===== src/panel_pin_pkg.sv =====
// Constants and carrier types for the flat-panel pin control block
package panel_pin_pkg;
    localparam int ADDR_W = 12;
    localparam logic [11:0] OFS_INPUT_ENABLE = 12'h60C;
    localparam logic [11:0] OFS_DITHER_MOD = 12'h610;
    localparam logic [11:0] OFS_POLARITY = 12'h614;
    localparam logic [11:0] OFS_INPUT_STATUS = 12'h624;
    localparam logic [11:0] OFS_TIMING = 12'h604;
    // Implemented pin masks; reserved bits hold zero
    localparam logic [31:0] INPUT_EN_MASK = 32'hFFFC_FCF8;
    localparam logic [31:0] POLARITY_MASK = 32'hFFFC_FCFC;
    localparam logic [31:0] TIMING_MASK = 32'h0040_0000;
    localparam logic [31:0] RESET_VALUE = 32'h0000_0000;
    localparam int MOD_LO = 24;
    localparam int MOD_W = 7;
    localparam int MOD_SRC_BIT = 31;
    localparam int MOD_FREQ_BIT = 22;
    localparam int SCLK_POL_BIT = 24;
    localparam int MOD_POL_BIT = 28;
    localparam int MOD_DELAY_CYC = 4;
    typedef struct packed {
        logic [7:0] tune2;
        logic [7:0] tune1;
        logic [7:0] tune0;
    } dither_tune_t;
    // Internal timing strobes handed in by the display pipeline
    typedef struct packed {
        logic hsync;
        logic vsync;
        logic data_en;
    } sync_t;
endpackage


===== src/panel_mod_gen.sv =====
// Panel modulation signal generator
`timescale 1ns/1ps
module panel_mod_gen (
    input wire logic clk,
    input wire logic rst,
    input wire logic ce,
    input wire panel_pin_pkg::sync_t sync,
    input wire logic [6:0] half_period,
    input wire logic src_hsync,
    input wire logic de_mode,
    output logic mod_out
);
    import panel_pin_pkg::*;
    logic hs_q, hs_d, vs_q, vs_d, pend_q, pend_d, mod_q, mod_d;
    logic [6:0] cnt_q, cnt_d;
    logic [2:0] dly_q, dly_d;
    logic hs_rise, tick, arm;
    assign hs_rise = sync.hsync & ~hs_q;
    assign tick = src_hsync ? hs_rise : (sync.vsync & ~vs_q);
    // In data-enable mode the period count is bypassed entirely
    assign arm = de_mode ? ~sync.data_en : (tick && (cnt_q >= half_period));
    assign mod_out = mod_q;
    // Count ticks, arm a toggle, then wait out the fixed hsync delay
    always_comb begin
        hs_d = sync.hsync;
        vs_d = sync.vsync;
        cnt_d = cnt_q;
        pend_d = pend_q;
        dly_d = dly_q;
        mod_d = mod_q;
        if (!de_mode && tick) begin
            if (cnt_q >= half_period) begin
                cnt_d = 7'h00;
            end else begin
                cnt_d = cnt_q + 7'h01;
            end
        end
        // An arm that lands on the firing hsync is used at once, never dropped
        if (hs_rise && (pend_q || arm)) begin
            dly_d = 3'(MOD_DELAY_CYC - 1);
            pend_d = 1'b0;
        end else begin
            pend_d = pend_q | arm;
            if (dly_q != 3'h0) begin
                dly_d = dly_q - 3'h1;
                if (dly_q == 3'h1) begin
                    mod_d = ~mod_q;
                end
            end
        end
    end
    always_ff @(posedge clk or posedge rst) begin
        if (rst) begin
            hs_q <= 1'b0;
            vs_q <= 1'b0;
            cnt_q <= 7'h00;
            pend_q <= 1'b0;
            dly_q <= 3'h0;
            mod_q <= 1'b0;
        end else if (ce) begin
            hs_q <= hs_d;
            vs_q <= vs_d;
            cnt_q <= cnt_d;
            pend_q <= pend_d;
            dly_q <= dly_d;
            mod_q <= mod_d;
        end
    end
endmodule


===== src/flat_panel_pin_control.sv =====
// Flat-panel pin control: registers, input readback, output polarity
`timescale 1ns/1ps
module flat_panel_pin_control (
    input wire logic clk,
    input wire logic rst,
    input wire logic ce,
    input wire logic [panel_pin_pkg::ADDR_W-1:0] addr,
    input wire logic [31:0] wdata,
    input wire logic wr,
    input wire logic rd,
    output logic [31:0] rdata,
    input wire panel_pin_pkg::sync_t sync,
    input wire logic [31:0] pin_src,
    input wire logic [31:0] pin_in,
    output logic [31:0] pin_out,
    output logic [31:0] pin_in_buf_en,
    output panel_pin_pkg::dither_tune_t dither_tune
);
    import panel_pin_pkg::*;
    logic [31:0] inen_q, inen_d, dmod_q, dmod_d, pol_q, pol_d, tim_q, tim_d;
    logic [31:0] rdata_q, rdata_d, s1_q, s2_q, stat;
    logic mod_sig;
    logic [31:0] src_mux;
    // Register write and read data
    always_comb begin
        inen_d = inen_q;
        dmod_d = dmod_q;
        pol_d = pol_q;
        tim_d = tim_q;
        rdata_d = 32'h0000_0000;
        if (wr) begin
            case (addr)
                OFS_INPUT_ENABLE: inen_d = wdata & INPUT_EN_MASK;
                OFS_DITHER_MOD: dmod_d = wdata;
                OFS_POLARITY: pol_d = wdata & POLARITY_MASK;
                OFS_TIMING: tim_d = wdata & TIMING_MASK;
                default: ;
            endcase
        end
        if (rd) begin
            case (addr)
                OFS_INPUT_ENABLE: rdata_d = inen_q;
                OFS_DITHER_MOD: rdata_d = dmod_q;
                OFS_POLARITY: rdata_d = pol_q;
                OFS_TIMING: rdata_d = tim_q;
                OFS_INPUT_STATUS: rdata_d = stat;
                default: rdata_d = 32'h0000_0000;
            endcase
        end
    end
    always_ff @(posedge clk or posedge rst) begin
        if (rst) begin
            inen_q <= RESET_VALUE;
            dmod_q <= RESET_VALUE;
            pol_q <= RESET_VALUE;
            tim_q <= RESET_VALUE;
            rdata_q <= RESET_VALUE;
        end else if (ce) begin
            inen_q <= inen_d;
            dmod_q <= dmod_d;
            pol_q <= pol_d;
            tim_q <= tim_d;
            rdata_q <= rdata_d;
        end
    end
    // Two-stage synchroniser on pin levels; only stage two is looked at
    always_ff @(posedge clk or posedge rst) begin
        if (rst) begin
            s1_q <= 32'h0000_0000;
            s2_q <= 32'h0000_0000;
        end else if (ce) begin
            s1_q <= pin_in;
            s2_q <= s1_q;
        end
    end
    assign stat = s2_q & inen_q;
    assign pin_in_buf_en = inen_q;
    assign rdata = rdata_q;
    assign dither_tune = dmod_q[23:0];
    panel_mod_gen u_mod (
        .clk(clk),
        .rst(rst),
        .ce(ce),
        .sync(sync),
        .half_period(dmod_q[MOD_LO +: MOD_W]),
        .src_hsync(dmod_q[MOD_SRC_BIT]),
        .de_mode(tim_q[MOD_FREQ_BIT]),
        .mod_out(mod_sig)
    );
    // Modulation replaces its pin source before polarity is applied
    always_comb begin
        src_mux = pin_src;
        src_mux[MOD_POL_BIT] = mod_sig;
    end
    // Polarity last; bit 24 inversion moves the data-change edge of the shift clock
    always_ff @(posedge clk or posedge rst) begin
        if (rst) begin
            pin_out <= 32'h0000_0000;
        end else if (ce) begin
            pin_out <= src_mux ^ pol_q;
        end
    end
endmodule


===== config.mk =====
export PLATFORM = sky130hd
export DESIGN_NAME = flat_panel_pin_control
export DESIGN_NICKNAME = d
export VERILOG_FILES = /design/src/panel_pin_pkg.sv /design/src/panel_mod_gen.sv /design/src/flat_panel_pin_control.sv
export SDC_FILE = /design/constraint.sdc
export NUM_CORES = 1
export LEC_CHECK = 0
export BUFFER_PORTS_ARGS = -buffer_cell sky130_fd_sc_hd__buf_2
export CORE_MARGIN = 2
export CORE_UTILIZATION = 54
export CTS_CLUSTER_SIZE = 30
export DETAILED_ROUTE_END_ITERATION = 12
export HOLD_SLACK_MARGIN = 0.05
export PLACE_DENSITY = 0.81
export SETUP_SLACK_MARGIN = 0.3
export SYNTH_ARGS = -nofsm -noshare
export SYNTH_HDL_FRONTEND = slang
export SYNTH_SLANG_ARGS = --single-unit

===== constraint.sdc =====
create_clock -name clk -period 7.9 [get_ports clk]
set_input_delay 0.79 -clock clk [delete_from_list [all_inputs] [get_ports clk]]
set_output_delay 0.79 -clock clk [all_outputs]
set_load 0.1 [all_outputs]

==> flow_summary.json <==
{
  "status": "finished, final reports clean",
  "power.density_mw_per_mm2": 253,
  "cts_max_level": 1,
  "worstSetupStartpoint": "addr[3]",
  "maxCapViolations": 0,
  "cts_made_buffers": 23,
  "avgSynthCellArea_um2": 12.1,
  "hp-class": "reg2reg",
  "worstMarginPinSlew_ps": 1110,
  "switching_power_uw": 806,
  "via_per_inst": 5.61,
  "netlist_area_mm2": 0.00956,
  "clock-root-buffer": "clkbuf_16",
  "startpoint_type": "input pin",
  "dp_slack_ps": 3880,
  "insertion_delay_ps": 510,
  "drive_gt1_frac": 0.405,
  "cts.sinks": 212,
  "synth_top_cells_by_count": "212 x dfrtp_1, 123 x mux2_2, 55 x a21oi_1",
  "synth_seq_cells": 212,
  "num_vias": 6837,
  "clk_path_buf_depth": 3,
  "numPlacedInstances": 1174,
  "slew_viol_final": 0,
  "hold_buffers": 0,
  "port-buffer-count": 220,
  "synth.most_common_cell": "dfrtp_1",
  "cts-resized-gates": 0,
  "coreArea_mm2": 0.0173,
  "skew_ps": 12.7,
  "syn2layout_area_growth_pct": 20.5,
  "crit_required_ps": 8280,
  "ir_worst_vdd_uv": 182,
  "nets": 1101,
  "synth_flop_cell": "dfrtp_1",
  "finalHoldViolCount": 0,
  "num_rows": 48,
  "start_util": 0.552,
  "clk_pin_slew_ps": 60,
  "power.leakage_uw": 0.00559,
  "period_needed_ps": 3510,
  "timing.final.ws_setup_ps": 4390,
  "clockPowerShare": 0.423,
  "holdWs_ps": 504,
  "setup-tns-final_ps": 0,
  "yosysTopAreaCell": "dfrtp_1",
  "antenna_found_initial": 2,
  "switching_share": 0.277,
  "fmax_mhz": 285,
  "synth_area_leaders": "dfrtp_1 56%, mux2_2 14%, a21oi_1 2.9%, buf_4 2.5%, xnor2_1 2.4%",
  "end_kind": "register",
  "async_reset_ff_frac": 1.00,
  "die_w_um": 137,
  "path_class": "in2reg",
  "die_h_um": 137,
  "cts_tree": "done",
  "ys_types": 55,
  "path_max_fanout": 18,
  "post-dp-hpwl_um": 15700,
  "reg2reg_depth": 7,
  "rsz0062_at_grt": "no",
  "grt_pass1_wl_um": 36100,
  "synth_edf_count": 0,
  "yosysSeqAreaShare": 0.555,
  "die_area_mm2": 0.0188,
  "min_from": "s1_q[25]$_DFFE_PP0P_",
  "arrival_ps": 3890,
  "grtUsageTotal": 0.250,
  "relSlewSlack": 0.258,
  "gp_congestion": 0.813,
  "reg2reg_from": "u_mod.cnt_q[0]$_DFFE_PP0P_",
  "drtIter0Drc": 407,
  "ant_nets": 0,
  "drc": 0,
  "whs_endpoint": "s1_q[25]$_DFFE_PP0P_",
  "final_cells": 1219,
  "yosysWarnings": 0,
  "grt_max_degree": 146,
  "num_io_pins": 236,
  "power_frac_seq": 0.417,
  "power.internal_uw": 2110,
  "grt_pass1_vias": 6643,
  "syn_inst": 790,
  "fillerInstances": 1348,
  "post_cts_buffers": 0,
  "synth_top_area_frac": 0.555,
  "overflow": 0,
  "hold_path_depth": 1,
  "p_comb_frac": 0.159,
  "r2r_end": "u_mod.mod_out$_DFFE_PP0P_",
  "period_share": 0.445,
  "setup_viol_count_final": 0,
  "avgRoutedWirePerCell_um": 19.5,
  "drt_wl_total_um": 23700,
  "firstDrtPassIters": 5,
  "reg2reg_setup_slack_ps": 5650
}
[final cells by class]
cell class,count,area (um2),share of cell area
Antenna cell,3,7.51,0.000652
Clock buffer,29,638,0.0554
Clock inverter,13,249,0.0216
Inverter,40,158,0.0137
Multi-Input combinational cell,470,3720,0.323
Sequential cell,212,5310,0.461
Tap cell,225,282,0.0244
Timing Repair Buffer,227,1160,0.101
[registers in the layout, indices dropped and copies added, names as in the netlist]
name,count
u_mod.hs_q,1
u_mod.vs_q,1
pol_q,26
s2_q,25
u_mod.dly_q,3
s1_q,25
dmod_q,32
u_mod.cnt_q,7
rdata,32
tim_q,1
u_mod.mod_out,1
pin_in_buf_en,25
pin_out,32
u_mod.pend_q,1
[power by group through the flow]
stage                     combinational (uW)  sequential (uW)  clock (uW)
after floorplan                          241             1340           0
after global placement                   452             1230           0
after detailed placement                 462             1230           0
after CTS                                465             1210        1250
after global routing                     502             1220        1300
final                                    464             1220        1230
[logic make-up after synthesis]
family | after synthesis | synth area share
flops | 212 | 0.555
xor+xnor | 26 | 0.0238
mux | 144 | 0.170
buf+inv | 114 | 0.0601
fa+ha+maj | 11 | 0.0144
simple gates | 128 | 0.0749
compound gates | 154 | 0.102
other cells | 1 | 0.000392
[worst max path at each step]
stage / end / slack (ps)
5_1_grt: pol_q[31]$_DFFE_PP0P_ / 4300
3_5_place_dp: pol_q[27]$_DFFE_PP0P_ / 3880
2_1_floorplan: dmod_q[0]$_DFFE_PP0P_ / 1320
3_3_place_gp: pol_q[31]$_DFFE_PP0P_ / 3920
4_1_cts: pol_q[31]$_DFFE_PP0P_ / 4410
6_report: pol_q[31]$_DFFE_PP0P_ / 4390
[layout by cell type, fill, tap and decap left out, drive strengths merged, types with 8 or more instances in the layout]
| master | count |
|---|---|
| nor2 | 33 |
| buf | 227 |
| ha | 11 |
| o22ai | 21 |
| mux2 | 143 |
| nor3b | 19 |
| o21ai | 23 |
| clkbuf | 29 |
| a221oi | 17 |
| nor2b | 11 |
| nand3 | 8 |
| dfrtp | 212 |
| xnor2 | 26 |
| nand2 | 22 |
| a21o | 8 |
| a21oi | 55 |
| inv | 41 |
[worst max-delay path, stage by stage]
cell and delay (ps):
buf_2 130, or4_4 580, nor3_4 820, and2_1 760, buf_4 410, mux2_2 380
[through the flow]
stage	cell area, um2	utilization	total power (uW)
detailed placement	10600	0.614	1700
floorplan	9580	-	1580
CTS	11500	0.665	2930
global placement	10600	0.614	1680
finish	11500	0.666	2910
global route	11500	0.666	3020
[metal layers]
layer,GRT usage,wire length (um),vias to the layer above
met2,0.396,11300,239
li1,-,-,3160
met4,0.0830,645,0
met3,0.0552,1610,41
met1,0.345,10200,3397
met5,0,0,-
No activity file was read; power rests on OpenSTA's default activity.
